### config.mk
export PLATFORM = sky130hd
export DESIGN_NAME = pcsel_counter
export DESIGN_NICKNAME = d
export VERILOG_FILES = /design/src/rtl/pcsel_pkg.sv /design/src/rtl/pcsel_counter.sv
export SDC_FILE = /design/constraint.sdc
export NUM_CORES = 1
export LEC_CHECK = 0
export ABC_AREA = 1
export BUFFER_PORTS_ARGS = -buffer_cell sky130_fd_sc_hd__buf_2
export CAP_MARGIN = 0
export CORE_ASPECT_RATIO = 0.75
export CORE_MARGIN = 2
export CORE_UTILIZATION = 40
export CTS_BUF_LIST = sky130_fd_sc_hd__clkbuf_16
export CTS_CLUSTER_DIAMETER = 120
export DETAILED_ROUTE_END_ITERATION = 10
export SETUP_SLACK_MARGIN = 0.15
export SLEW_MARGIN = 20
export SYNTH_ARGS = -nofsm -noshare
export SYNTH_HDL_FRONTEND = slang
export SYNTH_SLANG_ARGS = --single-unit
### constraint.sdc
create_clock -name clk -period 8.4 [get_ports clk]
set_clock_uncertainty 0.2 [all_clocks]
set_input_delay 1.68 -clock clk [delete_from_list [all_inputs] [get_ports clk]]
set_output_delay 1.68 -clock clk [all_outputs]
set_load 0.02 [all_outputs]
### src/rtl/pcsel_pkg.sv
// constants and types for the third event counter select logic
//
// How it works
// select zero holds the counter value
// select one counts every clock cycle
// select two adds completed instructions, 0-3
// software clears branch merge for full count
// select three counts chosen timebase bit rises
// select four adds dispatched instructions, 0-3
// select five counts exception condition starts
// select six is reserved, adds zero
// select seven counts monitor input rises
// codes eight/nine: two complete, one dispatched
// code ten counts vector queue dispatches
// code eleven adds vector stalls, 0-2
// code twelve: rename buffers at threshold
// code thirteen adds float queue occupancy
// codes 14/15: float and conditional stores
// code 16: load pieces, zero-length on trace
// code 17: long table searches, scaled threshold
// codes 18-20: translation, cancelled, cache ops
// code 21: oldest load miss wait cycles
// codes 22-24: pushes, misses, stream fetches
// codes 25/26: taken branches, branch flushes
// codes 27-31: branch prediction events
// five-bit select, synchronous per-cycle add
// edges found against previous registered value
package pcsel_pkg;
	localparam int PCSEL_SEL_W = 5;
	localparam int PCSEL_CNT_W = 32;
	localparam logic [31:0] PCSEL_CNT_RESET = 32'h0000_0000;
	// avalon word offsets (byte addresses)
	localparam logic [3:0] PCSEL_OFS_CTRL  = 4'h0;
	localparam logic [3:0] PCSEL_OFS_COUNT = 4'h4;
	localparam logic [3:0] PCSEL_OFS_THR   = 4'h8;
	localparam logic [3:0] PCSEL_OFS_EVENT = 4'hc;
	// control field positions
	localparam int PCSEL_CTRL_SEL_LSB  = 0;
	localparam int PCSEL_CTRL_TBS_LSB  = 8;
	localparam int PCSEL_CTRL_MUL_LSB  = 16;
	localparam int PCSEL_CTRL_CE_BIT   = 24;
	localparam logic [31:0] PCSEL_CTRL_RESET = 32'h0000_0000;
	localparam logic [31:0] PCSEL_THR_RESET  = 32'h0000_0000;
	localparam logic [31:0] PCSEL_UNMAPPED   = 32'h0000_0000;
	localparam int PCSEL_TB_W = 32;
	typedef enum logic [1:0] {
		PCSEL_BUS_IDLE = 2'b00,
		PCSEL_BUS_ACK  = 2'b01
	} pcsel_bus_t;
endpackage

### src/rtl/pcsel_counter.sv
// third performance counter with event selection and avalon registers
`timescale 1ns/1ps
module pcsel_counter #(
	parameter int THR_MULT_W = 2
) (
	// clock and reset
	input  wire logic                       clk,
	input  wire logic                       rst_b,
	// avalon-mm slave
	input  wire logic [3:0]                 avs_address,
	input  wire logic                       avs_read,
	input  wire logic                       avs_write,
	input  wire logic [31:0]                avs_writedata,
	input  wire logic [3:0]                 avs_byteenable,
	output logic [31:0]                     avs_readdata,
	output logic                            avs_waitrequest,
	// core event sources
	input  wire logic [pcsel_pkg::PCSEL_TB_W-1:0] timebase_lower,
	input  wire logic                       monitor_in,
	input  wire logic [1:0]                 completed_count,
	input  wire logic [1:0]                 dispatched_count,
	input  wire logic [1:0]                 vr_dispatch_count,
	input  wire logic [1:0]                 vr_stall_count,
	input  wire logic [5:0]                 int_rename_valid,
	input  wire logic [3:0]                 fp_queue_valid,
	input  wire logic                       fpu_complete,
	input  wire logic                       stwcx_complete,
	input  wire logic [1:0]                 load_piece_count,
	input  wire logic                       zero_len_load_string,
	input  wire logic                       single_step_trace,
	input  wire logic                       itable_search_active,
	input  wire logic                       data_translation_buffer_miss,
	input  wire logic                       icache_miss_cancel,
	input  wire logic                       dcache_op_hit,
	input  wire logic                       lmq_oldest_wait,
	input  wire logic                       snoop_push,
	input  wire logic                       dcache_miss,
	input  wire logic                       stream2_fetch,
	input  wire logic [1:0]                 taken_branch_count,
	input  wire logic                       branch_flush,
	input  wire logic                       buf2_correct,
	input  wire logic                       buf3_active,
	input  wire logic                       ctr_stall,
	input  wire logic                       fast_branch_target_cache_hit,
	input  wire logic                       link_stack_miss,
	input  wire logic                       other_counter_negative,
	input  wire logic                       other_counter_condition_enable,
	// counter state
	output logic [pcsel_pkg::PCSEL_CNT_W-1:0] third_event_counter
);
	import pcsel_pkg::*;

	// ----------------------------------------------------------------
	// registers
	// ----------------------------------------------------------------
	logic [31:0]             ctrl_reg;
	logic [31:0]             thr_reg;
	logic [PCSEL_CNT_W-1:0]  cnt_reg;
	logic [PCSEL_CNT_W-1:0]  cnt_next;
	logic [2:0]              inc_next;
	logic [2:0]              inc_reg;
	pcsel_bus_t              bus_reg;
	logic                    tb_bit;
	logic                    tb_prev_reg;
	logic                    mon_prev_reg;
	logic                    exc_prev_reg;
	logic                    exc_now;
	logic                    search_over;
	logic [7:0]              search_cnt_reg;
	logic [15:0]             search_thr;
	logic                    search_flag_reg;
	logic [4:0]              sel;
	logic [1:0]              tbs;
	logic [THR_MULT_W-1:0]   mult;
	logic                    wr_hit;

	assign sel  = ctrl_reg[PCSEL_CTRL_SEL_LSB +: PCSEL_SEL_W];
	assign tbs  = ctrl_reg[PCSEL_CTRL_TBS_LSB +: 2];
	assign mult = ctrl_reg[PCSEL_CTRL_MUL_LSB +: THR_MULT_W];

	// ----------------------------------------------------------------
	// edge sources
	// ----------------------------------------------------------------
	always_comb begin
		case (tbs)
			2'b00:   tb_bit = timebase_lower[31];
			2'b01:   tb_bit = timebase_lower[23];
			2'b10:   tb_bit = timebase_lower[19];
			default: tb_bit = timebase_lower[15];
		endcase
	end

	// the global exception enable plays no part here
	assign exc_now = other_counter_negative &
		(other_counter_condition_enable | ctrl_reg[PCSEL_CTRL_CE_BIT]) |
		(cnt_reg[PCSEL_CNT_W-1] & ctrl_reg[PCSEL_CTRL_CE_BIT]);

	always_ff @(posedge clk or negedge rst_b) begin
		if (!rst_b) begin
			tb_prev_reg  <= 1'b0;
			mon_prev_reg <= 1'b0;
			exc_prev_reg <= 1'b0;
		end else begin
			tb_prev_reg  <= tb_bit;
			mon_prev_reg <= monitor_in;
			exc_prev_reg <= exc_now;
		end
	end

	// ----------------------------------------------------------------
	// table search length against scaled threshold
	// ----------------------------------------------------------------
	assign search_thr = 16'(thr_reg[7:0]) << (2 * mult);
	assign search_over = itable_search_active &&
		(16'(search_cnt_reg) == search_thr) && !search_flag_reg;

	always_ff @(posedge clk or negedge rst_b) begin
		if (!rst_b) begin
			search_cnt_reg  <= 8'h00;
			search_flag_reg <= 1'b0;
		end else if (!itable_search_active) begin
			search_cnt_reg  <= 8'h00;
			search_flag_reg <= 1'b0;
		end else begin
			if (search_cnt_reg != 8'hff)
				search_cnt_reg <= search_cnt_reg + 8'h01;
			if (search_over)
				search_flag_reg <= 1'b1;
		end
	end

	// ----------------------------------------------------------------
	// event select
	// ----------------------------------------------------------------
	always_comb begin
		inc_next = 3'h0;
		case (sel)
			5'h00: inc_next = 3'h0;
			5'h01: inc_next = 3'h1;
			5'h02: inc_next = {1'b0, completed_count};
			5'h03: inc_next = {2'b00, tb_bit & ~tb_prev_reg};
			5'h04: inc_next = {1'b0, dispatched_count};
			5'h05: inc_next = {2'b00, exc_now & ~exc_prev_reg};
			5'h06: inc_next = 3'h0;
			5'h07: inc_next = {2'b00, monitor_in & ~mon_prev_reg};
			5'h08: inc_next = {2'b00, completed_count == 2'd2};
			5'h09: inc_next = {2'b00, dispatched_count == 2'd1};
			5'h0a: inc_next = {1'b0, vr_dispatch_count};
			5'h0b: inc_next = (vr_stall_count > 2'd2) ? 3'h2 :
				{1'b0, vr_stall_count};
			5'h0c: inc_next = {2'b00,
				32'(int_rename_valid) >= thr_reg};
			5'h0d: inc_next = (fp_queue_valid > 4'd7) ? 3'h7 :
				fp_queue_valid[2:0];
			5'h0e: inc_next = {2'b00, fpu_complete};
			5'h0f: inc_next = {2'b00, stwcx_complete};
			5'h10: inc_next = {1'b0, load_piece_count} +
				{2'b00, zero_len_load_string & single_step_trace};
			5'h11: inc_next = {2'b00, search_over};
			5'h12: inc_next = {2'b00, data_translation_buffer_miss};
			5'h13: inc_next = {2'b00, icache_miss_cancel};
			5'h14: inc_next = {2'b00, dcache_op_hit};
			5'h15: inc_next = {2'b00, lmq_oldest_wait};
			5'h16: inc_next = {2'b00, snoop_push};
			5'h17: inc_next = {2'b00, dcache_miss};
			5'h18: inc_next = {2'b00, stream2_fetch};
			5'h19: inc_next = {1'b0, taken_branch_count};
			5'h1a: inc_next = {2'b00, branch_flush};
			5'h1b: inc_next = {2'b00, buf2_correct};
			5'h1c: inc_next = {2'b00, buf3_active};
			5'h1d: inc_next = {2'b00, ctr_stall};
			5'h1e: inc_next = {2'b00, fast_branch_target_cache_hit};
			5'h1f: inc_next = {2'b00, link_stack_miss};
			default: inc_next = 3'h0;
		endcase
	end

	assign inc_reg = inc_next;
	assign cnt_next = cnt_reg + PCSEL_CNT_W'(inc_reg);

	// ----------------------------------------------------------------
	// avalon slave: one wait cycle, answer on second cycle
	// ----------------------------------------------------------------
	assign wr_hit = avs_write && bus_reg == PCSEL_BUS_ACK;

	always_ff @(posedge clk or negedge rst_b) begin
		if (!rst_b) begin
			bus_reg         <= PCSEL_BUS_IDLE;
			avs_waitrequest <= 1'b1;
			avs_readdata    <= 32'h0000_0000;
		end else if (bus_reg == PCSEL_BUS_IDLE && (avs_read || avs_write)) begin
			bus_reg         <= PCSEL_BUS_ACK;
			avs_waitrequest <= 1'b0;
			case (avs_address)
				PCSEL_OFS_CTRL:  avs_readdata <= ctrl_reg;
				PCSEL_OFS_COUNT: avs_readdata <= cnt_reg;
				PCSEL_OFS_THR:   avs_readdata <= thr_reg;
				PCSEL_OFS_EVENT: avs_readdata <= {29'h0, inc_next};
				default:         avs_readdata <= PCSEL_UNMAPPED;
			endcase
		end else begin
			bus_reg         <= PCSEL_BUS_IDLE;
			avs_waitrequest <= 1'b1;
		end
	end

	function automatic logic [31:0] merge(input logic [31:0] old,
		input logic [31:0] d, input logic [3:0] be);
		logic [31:0] r;
		r = old;
		for (int i = 0; i < 4; i++)
			if (be[i]) r[i*8 +: 8] = d[i*8 +: 8];
		return r;
	endfunction

	always_ff @(posedge clk or negedge rst_b) begin
		if (!rst_b) begin
			ctrl_reg <= PCSEL_CTRL_RESET;
			thr_reg  <= PCSEL_THR_RESET;
		end else if (wr_hit) begin
			if (avs_address == PCSEL_OFS_CTRL)
				ctrl_reg <= merge(ctrl_reg, avs_writedata, avs_byteenable);
			if (avs_address == PCSEL_OFS_THR)
				thr_reg <= merge(thr_reg, avs_writedata, avs_byteenable);
		end
	end

	// software write to the count wins over that cycle's event
	always_ff @(posedge clk or negedge rst_b) begin
		if (!rst_b)
			cnt_reg <= PCSEL_CNT_RESET;
		else if (wr_hit && avs_address == PCSEL_OFS_COUNT)
			cnt_reg <= merge(cnt_reg, avs_writedata, avs_byteenable);
		else
			cnt_reg <= cnt_next;
	end

	always_ff @(posedge clk or negedge rst_b) begin
		if (!rst_b)
			third_event_counter <= PCSEL_CNT_RESET;
		else if (wr_hit && avs_address == PCSEL_OFS_COUNT)
			third_event_counter <= merge(cnt_reg, avs_writedata,
				avs_byteenable);
		else
			third_event_counter <= cnt_next;
	end
endmodule // pcsel_counter

# [After elaboration in Yosys (flattened, before gate mapping)]
# Cells that the tools add are included.
[word_totals] register_bits=143 latch_bits=0 ram_bits=0 rom_bits=0 inputBits=119 output_inout_bits=65 wordCells=121 n_memories=0
[classes] add_sub_neg=3 n_mul=0 div=0 n_lt_le_gt_ge=3 eq_ne=47 shift=1 n_mux=16 bitwise=11 reduce_logical=20
[op_table] operator="case mux 32 bit (4 select lines)" count=1
[op_table] operator="case mux 3 bit (31 select lines)" count=1
[op_table] operator="== test 5 bit (second input constant)" count=16
[op_table] operator="2-to-1 mux 8 bit" count=6
[op_table] operator="== test 5 x 4 -> 1 bit (second input constant)" count=8
[op_table] operator="adder 32 x 3 -> 32 bit" count=1
[op_table] operator="greater-or-equal comparator 6 x 32 -> 1 bit" count=1
[op_table] operator="2-to-1 mux 32 bit" count=1
[op_table] operator="AND reduction 3 bit" count=8
[op_table] operator="== test 5 x 3 -> 1 bit (second input constant)" count=4
[op_table] operator="== test 8 x 16 -> 1 bit" count=1
[op_table] operator="<< shifter 8 x 3 -> 16 bit" count=1
[op_table] operator="== test 5 x 2 -> 1 bit (second input constant)" count=2
[op_table] operator="adder 8 x 1 -> 8 bit (second input constant)" count=1
[op_table] operator="== test 4 bit (second input constant)" count=2
[op_table] operator="inequality test 2 bit (second input constant)" count=4
[op_table] operator="inequality test 8 bit (second input constant)" count=1
[op_table] operator="bitwise AND 1 bit" count=6
[op_table] operator="== test 2 x 1 -> 1 bit (second input constant)" count=3
[op_table] operator="== test 5 x 1 -> 1 bit (second input constant)" count=1
[op_table] operator="logical AND 1 bit" count=5
[op_table] operator="zero test 5 bit" count=1
[op_table] operator="== test 2 bit (second input constant)" count=2
[op_table] operator="== test 4 x 3 -> 1 bit (second input constant)" count=1
[op_table] operator="other kinds (15)" count=23

# [Longest topological paths before layout]
# Gate-level depths: netlist (run 1).
[depth] depth_word=7 mapped_depth=28

# [Worst setup path before layout (run 1)]
# Ideal clock, no wire load.
[synth_timing] path_kind="input to register" start="input port int_rename_valid[0]" end="register third_event_counter[30] (netlist bit)" setup_ns=0.122 arrival_time_ns=4.036 slack_ns=4.041 cell_stages=28 path_cell_list="inv_1 -> ha_1 -> inv_1 -> nand2_1 -> nand2_1 -> nand2_1 -> nand2_1 -> nand2_1 -> nand2_1 -> nand2_1 -> nand2_1 -> nand2_1 -> nand2_1 -> nand3_1 -> ha_1 -> fa_1 -> a21oi_1 -> nor2_1 -> nand2_2 -> inv_2 -> nand3_1 -> inv_2 -> nand3_1 -> nor2_1 -> nand2_1 -> nand3_1 -> nand2_1 -> o21ai_1"
[synth_between] elab_chain_cells=4
[synth_lines] item="start: declaration" line="pcsel_counter.sv:24" source="input wire logic [5:0] int_rename_valid,"
[synth_lines] item="greater-or-equal comparator 6 x 32 -> 1 bit" line="pcsel_counter.sv:152" source="32'(int_rename_valid) >= thr_reg};"
[synth_lines] item="case mux 3 bit (31 select lines)" line="pcsel_counter.sv:137" source="case (sel)"
[synth_lines] item="adder 32 x 3 -> 32 bit" line="pcsel_counter.sv:179" source="assign cnt_next = cnt_reg + PCSEL_CNT_W'(inc_reg);"
[synth_lines] item="2-to-1 mux 32 bit"
[synth_lines] item="end signal: assignment" line="pcsel_counter.sv:242" source="third_event_counter <= merge(cnt_reg, avs_writedata,"
[synth_lines] item="end signal: assignment" line="pcsel_counter.sv:245" source="third_event_counter <= cnt_next;"
[synth_lines] item="end: declaration" line="pcsel_counter.sv:49" source="output logic [pcsel_pkg::PCSEL_CNT_W-1:0] third_event_counter"
# No other way between the ends.
# A chain may end at the register's enable or synchronous reset.

# [Worst setup path in the final report (run 1)]
[layout_timing] start="input port zero_len_load_string" end="register third_event_counter[30] (netlist bit)"
[layout_between] elab_chain_cells=5
[layout_lines] item="start: declaration" line="pcsel_counter.sv:29" source="input wire logic zero_len_load_string,"
[layout_lines] item="bitwise AND 1 bit" line="pcsel_counter.sv:158" source="{2'b00, zero_len_load_string & single_step_trace};"
[layout_lines] item="adder 2 x 1 -> 3 bit" line="pcsel_counter.sv:157" source="5'h10: inc_next = {1'b0, load_piece_count} +"
[layout_lines] item="case mux 3 bit (31 select lines)" line="pcsel_counter.sv:137"
[layout_lines] item="adder 32 x 3 -> 32 bit" line="pcsel_counter.sv:179"
[layout_lines] item="2-to-1 mux 32 bit"
# No other way between the ends.

==> results.cfg, run 1 <==
[synth]
syn_nets = 1277
synth_flop_cell = dfrtp_1
synth_top_area_cell = dfrtp_1
synth_seq_area_share = 0.434
synth_compound_area_frac = 0.158
synth-seq-cells = 142
synth_top_family_by_area = simple AND/OR/NAND/NOR gates
synthAdderAreaFrac = 0.0208
synthSimpleGateAreaFrac = 0.293
yosysWarnings = 0
synth_area_um2 = 8190
synthMuxAreaShare = 0
synth_cell_types = 43
syn_area_per_cell_um2 = 7.15
synth_top_area_frac = 0.431
synth.area.top_cells = dfrtp_1, nand2_1, o21ai_0, inv_1, nor2_1
syn-instance-count = 1145
synth_edf_count = 0
async_flop_share = 1.00
synthXorXnorAreaFrac = 0.0107

[route]
drtIter0Drc = 939
totalWireLength_um = 27200
ant_nets = 0
dr.pass1.iters = 5
via_per_inst = 5.26
route.detailed.drc = 0
routedWlPerCell_um = 17.4
vias = 8222

[layout]
fin_util = 0.485
mostFrequentLayoutCell = nand2_1
antenna_cells = 0
drive_gt1_frac = 0.168
stdcell_area_um2 = 9780
syn2layout_area_growth_pct = 19.5
fin_nets = 1424
finalNonFillerCells = 1563
layout_common_cells = nand2_1, buf_2, dfrtp_1

[outcome]
status = completed

[placement]
dpl_cell_area_um2 = 9190
numPortBuffers = 155
hpwl_um = 20400
dp_cells = 1531
gp_congestion = 0.911

[worst_setup_path]
reg2reg_depth = 24
cp-start-kind = input port
critPathLaunch = zero_len_load_string
endpoint_kind = flop
cp.depth = 26
cp_top_family = simple AND/OR/NAND/NOR gates
cp.required_ps = 8520
r2r_setup_slack_ps = 4370
cp_data_arrival_time_ps = 4770
worstPathMaxFanout = 5
reg2reg_to = third_event_counter[30]
endpoint = third_event_counter[30]
path_class = input port to flop
path_buf_inv = 5
max_stage_delay_ps = 440
crit_slowest_cell = fa_1
r2r-start = ctrl_reg[4]
cp_common_cell = nand2_1

[global_route]
grt_overflow = 0
antenna_found_initial = 0
grt_max_degree = 87
first_global_vias = 7520
track_usage = 0.256
grt_pass1_wl_um = 42300

[pwr]
power_density_nw_per_um2 = 244
switching_share = 0.406
vdd_drop_max_v = 0.000132
combPwrFrac = 0.280
p_switching_mw = 0.967
power_frac_seq = 0.403
p_int_mw = 1.42
power_frac_clock = 0.317
leakage_nw = 4.95

[timing]
hold_viol = 0
relSlewSlack = 0.438
setup_viol = 0
fin_setup_tns_ps = 0
slew_violations = 0
fin_crit_ps = 4650
worst_slew_pin_slew_ps = 843
fmax_mhz = 215
period_share = 0.554
rsz0062_at_grt = false

[cts]
clkTransAtPathRegs_ps = 70
numClockSinks = 142
post-cts-setup-buffer-count = 0
post_cts_resized = 0
clock_latency_ps = 430
tritoncts = yes
cts_hold_buf = 0
cts_root_buffer = clkbuf_16
clk_path_buf_depth = 2
htreeDepth = 4
cts_buffers = 17

[floorplanning]
io_pins = 184
floorplan.die_area_um2 = 21600
die_x_um = 169
die_y_um = 128
rows = 45
core_area_um2 = 20200
initial_core_util = 0.406

[worst_hold_path]
min_path_type = flop to flop

[run]
cap_violations = 0
[through the flow]
stage                     power (mW)  hold WS (ps)  setup WS, ps
final                           2.38           281          3750
after global routing            2.52           304          3430
after CTS                       2.39           287          3810
after detailed placement        1.63           269          3360
after global placement          1.62           264          3430
after floorplan                 1.36           250          4040
[final cells by class]
type / count / area (µm²)
clock buffer: 17 / 425
clock inverter: 15 / 163
multi-input combinational: 830 / 3960
inverter: 140 / 528
tap: 258 / 323
fill: 2088 / 10400
sequential: 142 / 3550
timing repair buffer: 161 / 827
[Yosys cell counts, drive strengths merged, types with 4 or more instances]
cell and count:
or2 5, o22ai 6, inv 139, a221oi 9, xor2 9, o31ai 7
dfrtp 141, buf 12, ha 12, o211ai 4, o21ai 158, nand4 14
o221ai 6, nand2 346, a21oi 38, nor2 101, clkbuf 21, nor4 7
nor3 27, nand3 66
[how the worst min path moves through the flow]
stage	startpoint	end	slack (ps)	depth (start not counted)
after floorplan	bus_reg[0]	bus_reg[0]	250	1
after global placement	avs_readdata[20]	avs_readdata[20]	260	2
after detailed placement	avs_readdata[27]	avs_readdata[27]	270	2
after CTS	avs_readdata[27]	avs_readdata[27]	290	2
after global routing	avs_readdata[18]	avs_readdata[18]	300	2
final	avs_readdata[22]	avs_readdata[22]	280	2
[layer usage]
metal	global-route usage	vias to the layer above	routed length, µm
li1	-	4051	-
met1	0.400	3813	13700
met2	0.353	331	10800
met3	0.0605	27	2370
met4	0.0633	0	344
met5	0	-	0
[power by group through the flow]
stage,clock (mW),sequential (mW),combinational [mW]
finish,0.756,0.962,0.667
global route,0.797,0.979,0.747
CTS,0.765,0.957,0.664
detailed placement,0,0.968,0.660
global placement,0,0.967,0.654
floorplan,0,0.993,0.362
[kinds of logic after synthesis]
logic type,after synthesis
adder cells (fa/ha/maj),13
XOR/XNOR,10
buffers and inverters,173
AND/OR/NAND/NOR,571
AO/OA/AOI/OAI,236
flip-flops,142
[worst min-delay path: stages (launching register included)]
cell and delay, ps:
dfrtp_1 340, nand2_1 50, o21ai_0 60
No activity file was read; power rests on OpenSTA's default activity.
==> run 2, diff against run 1 <==
- clock period: 8.4 -> 3.8 ns (I/O delays scaled with it)
==> results.cfg, run 2 (synthesis results as in run 1) <==
[worst_setup_path]
worstPathMaxFanout = 6
reg2reg_depth = 23
cp.required_ps = 3930
cp_data_arrival_time_ps = 3530
cp_common_cell = nand3_1
crit_slowest_cell = dfrtp_2
path_class = flop to flop
cp-start-kind = flop
crit_chain = clkinvlp_4 > clkbuf_4 > buf_4 > nand3_1 > nand2_1 > nand2_1 > nor2_1 > nand3_1 > nor2_1 > nand3_1 > nand3_1 > ha_1 > buf_4 > nand3_1 > nand3_2 > nand2_1 > inv_2 > nand3_1 > nor2_2 > nand3_1 > xnor2_1 > nor2_1 > o21ai_1
max_stage_delay_ps = 430
endpoint_kind = flop
r2r_setup_slack_ps = 400

[timing]
fin_setup_tns_ps = 0
period_share = 0.894
setup_viol = 0
fmax_mhz = 294
hold_viol = 0
fin_crit_ps = 3400
slew_violations = 0
worst_slew_pin_slew_ps = 785
rsz0062_at_grt = false
relSlewSlack = 0.477

[layout]
fillers = 2066
syn2layout_area_growth_pct = 23.0
stdcell_area_um2 = 10100
layout_common_cells = nand2_1, buf_2, o21ai_0
finalNonFillerCells = 1589
fin_nets = 1450
fin_util = 0.500
antenna_cells = 0
mostFrequentLayoutCell = nand2_1
drive_gt1_frac = 0.204

[run]
cap_violations = 0

[floorplanning]
rows = 45
die_x_um = 169
initial_core_util = 0.406
core_area_um2 = 20200
die_y_um = 128
floorplan.die_area_um2 = 21600
io_pins = 184

[worst_hold_path]
min_path_type = input port to async pin

[cts]
clock_latency_ps = 440
htreeDepth = 4
tritoncts = yes
numClockSinks = 142
clk_path_buf_depth = 2
clkTransAtPathRegs_ps = 70
cts_hold_buf = 0
cts_root_buffer = clkbuf_16
cts_buffers = 17

[route]
routedWlPerCell_um = 17.4
totalWireLength_um = 27700
drtIter0Drc = 977
route.detailed.drc = 0
via_per_inst = 5.30
dr.pass1.iters = 5
ant_nets = 0
vias = 8419

[global_route]
grt_max_degree = 80
first_global_vias = 7405
track_usage = 0.258
grt_pass1_wl_um = 42500
antenna_found_initial = 0
grt_overflow = 0

[pwr]
power_density_nw_per_um2 = 534
leakage_nw = 5.08
power_frac_clock = 0.312
power_frac_seq = 0.393
combPwrFrac = 0.294
p_int_mw = 3.20
p_switching_mw = 2.18
vdd_drop_max_v = 0.000263
switching_share = 0.405
total_power_mw = 5.38

[placement]
hpwl_um = 21000
gp_congestion = 0.910
dpl_cell_area_um2 = 9360
numPortBuffers = 155
dp_cells = 1552

[outcome]
status = completed
run 2: changes by cell type in the layout (fill, tap and decap cells not counted), moves of 6 or more:
cell     before  now
nor2_1       97   91
buf_4         6   30
dfrtp_1     141  135
dfrtp_2       0    6
run 2: timing repair:
item	CTS	global route
endpoints found under the setup margin	4	17
pin swaps	0	1
resized for setup	1	29
setup buffers	0	5
run 2: through the flow:
| step | setup slack [ps] | hold slack (ps) |
|---|---|---|
| global placement | -65.6 | 259 |
| CTS | 184 | 213 |
| floorplan | 361 | 250 |
| global route | 159 | 239 |
| finish | 402 | 180 |
| detailed placement | -129 | 272 |
run 2: worst paths after layout:
path                                  start                 endpoint
min                                   rst_b          avs_readdata[6]
max reg2reg                    ctrl_reg[17]  third_event_counter[31]
max                            ctrl_reg[17]  third_event_counter[31]
min reg2reg                avs_readdata[20]         avs_readdata[20]
min in group clk                 monitor_in             mon_prev_reg
max in group asynchronous             rst_b          avs_waitrequest
run 2: cell type report:
class	count	area, µm²	share of cell area
clock buffers	17	425	0.0422
clock inverters	15	168	0.0166
inverters	140	536	0.0532
multi-input cells	830	4020	0.399
flip-flops and latches	142	3560	0.354
well taps	258	323	0.0321
repair buffers	187	1030	0.103
run 2: worst max-delay path, delay by kind of cell, from the launching register on:
family,cells,cell delay [ps]
adder cells (fa/ha/maj),1,210
flip-flops,1,430
AO/OA/AOI/OAI,1,60
XOR/XNOR,1,140
AND/OR/NAND/NOR,15,1640
buffers and inverters,5,600
run 2: power by group through the flow:
stage | Combinational [mW] | Clock, mW | Sequential [mW]
3_3_place_gp | 1.52 | 0 | 2.12
5_1_grt | 1.77 | 1.77 | 2.14
4_1_cts | 1.54 | 1.70 | 2.10
2_1_floorplan | 0.801 | 0 | 2.19
6_report | 1.58 | 1.68 | 2.12
3_5_place_dp | 1.53 | 0 | 2.12
run 2: metal layers:
layer	wire length (µm)	share of wire	up-vias	GRT usage
met5	0	0	-	0
met4	267	0.0096	0	0.0623
met3	2570	0.093	24	0.0553
met2	10800	0.39	391	0.345
met1	14000	0.51	3896	0.415
li1	-	-	4108	-
==> run 3, diff against run 2 <==
- clock period: 3.8 -> 3.2 ns (I/O delays scaled with it)
==> results.cfg, run 3 (synthesis results as in run 1) <==
[pwr]
switching_share = 0.407
power_frac_clock = 0.283
leakage_nw = 5.37
vdd_drop_max_v = 0.000315
combPwrFrac = 0.341
p_switching_mw = 2.74
power_frac_seq = 0.376
power_density_nw_per_um2 = 624
p_int_mw = 4.00

[timing]
fmax_mhz = 299
fin_hold_ws_ps = 215
worst_slew_pin_slew_ps = 555
rsz0062_at_grt = true
relSlewSlack = 0.630
layout_setup_ws_ps = -147
fin_crit_ps = 3350
slew_violations = 0
hold_viol = 0
period_share = 1.05
setup_viol = 11

[worst_setup_path]
worstPathMaxFanout = 6
cp.required_ps = 3330
cp-start-kind = flop
cp_data_arrival_time_ps = 3480
reg2reg_to = third_event_counter[28]
r2r-start = ctrl_reg[0]
endpoint_kind = flop
path_class = flop to flop
r2r_setup_slack_ps = -150
reg2reg_depth = 20

[route]
route.detailed.drc = 0
routedWlPerCell_um = 17.6
drtIter0Drc = 1002
via_per_inst = 5.31
ant_nets = 0
vias = 8670
dr.pass1.iters = 7
totalWireLength_um = 28800

[cts]
clk_path_buf_depth = 2
numClockSinks = 142
clock_latency_ps = 440
htreeDepth = 4
clkTransAtPathRegs_ps = 70
cts_buffers = 17
cts_root_buffer = clkbuf_16
tritoncts = yes

[global_route]
track_usage = 0.269
grt_max_degree = 62
first_global_vias = 7669
grt_pass1_wl_um = 43900
grt_overflow = 0
antenna_found_initial = 0

[worst_hold_path]
min_to = mon_prev_reg
min_path_type = input port to flop
whs_path_depth = 2
hold_start = monitor_in

[layout]
drive_gt1_frac = 0.270
antenna_cells = 0
mostFrequentLayoutCell = nand2_1
layout_common_cells = nand2_1, buf_2, dfrtp_1
syn2layout_area_growth_pct = 32.0
fin_nets = 1495
stdcell_area_um2 = 10800

[outcome]
violations = setup timing
status = complete, but fails checks

[placement]
gp_congestion = 0.925
numPortBuffers = 155
hpwl_um = 21800
dpl_cell_area_um2 = 9750

[floorplanning]
floorplan.die_area_um2 = 21600
die_y_um = 128
die_x_um = 169
rows = 45
initial_core_util = 0.406
io_pins = 184
core_area_um2 = 20200

[run]
cap_violations = 0
-- run 3: repair_timing --
item,in CTS,in global routing
gates resized for setup,49,67
hold buffers,1,0
pin swaps,17,34
endpoints found under the hold margin,43,0
endpoints found under the setup margin,20,25
setup buffers,4,9
-- run 3: worst max-delay path, cell delays in order (launching register included) --
cell and delay, ps:
dfrtp_2 490, nand2_2 160, nor2_1 100, nand2_1 70, nand2_1 50, nor2_1 130
nand2_1 70, nand2_1 50, nand2_1 80, nor2_4 160, nand3_4 120, ha_4 190
fa_2 390, a21oi_4 220, nor2_4 70, buf_4 140, nand3_1 140, nor4_1 80
nand3b_1 190, nand2_1 80, nand2_1 50
-- run 3: power groups by stage --
stage,clock [mW],combinational [mW],sequential (mW)
after floorplan,0,0.986,2.61
after global placement,0,1.97,2.53
after detailed placement,0,2.00,2.53
after CTS,1.92,2.07,2.51
after global routing,2.00,2.53,2.57
final,1.91,2.30,2.53
-- run 3: worst max-delay path by stage --
stage / from / end / slack, ps / depth (start not counted)
floorplan: zero_len_load_string / third_event_counter[24] / 90 / 25
global placement: other_counter_condition_enable / third_event_counter[30] / -370 / 24
detailed placement: other_counter_condition_enable / third_event_counter[24] / -430 / 24
CTS: ctrl_reg[2] / third_event_counter[24] / 30 / 25
global route: ctrl_reg[2] / third_event_counter[16] / -270 / 24
finish: ctrl_reg[0] / third_event_counter[28] / -150 / 20
-- run 3: per-stage QoR --
| stage | power, mW | setup TNS (ps) | setup WS [ps] | std cells | util |
|---|---|---|---|---|---|
| 6_report | 6.74 | -1070 | -147 | 1634 | 0.536 |
| 4_1_cts | 6.50 | 0 | 26.0 | 1625 | 0.520 |
| 2_1_floorplan | 3.60 | 0 | 90.8 | 1145 | - |
| 3_3_place_gp | 4.50 | -4810 | -373 | 1588 | 0.484 |
| 3_5_place_dp | 4.53 | -5440 | -426 | 1588 | 0.484 |
| 5_1_grt | 7.10 | -3410 | -269 | 1634 | 0.536 |
-- run 3: area by class of cell --
type	instances	area (µm²)
inverters	140	546
clock buffers	17	425
well taps	258	323
repair buffers	232	1450
clock inverters	15	128
multi-input cells	830	4370
flip-flops and latches	142	3560
fillers	1998	9350
-- run 3: layer usage --
metal | global-route usage | share of wire | wire length, µm | up-vias
met2 | 0.347 | 0.38 | 11000 | 388
met1 | 0.451 | 0.52 | 14900 | 4046
li1 | - | - | - | 4215
met5 | 0 | 0 | 0 | -
met4 | 0.0468 | 0.0076 | 219 | 0
met3 | 0.0574 | 0.094 | 2710 | 21
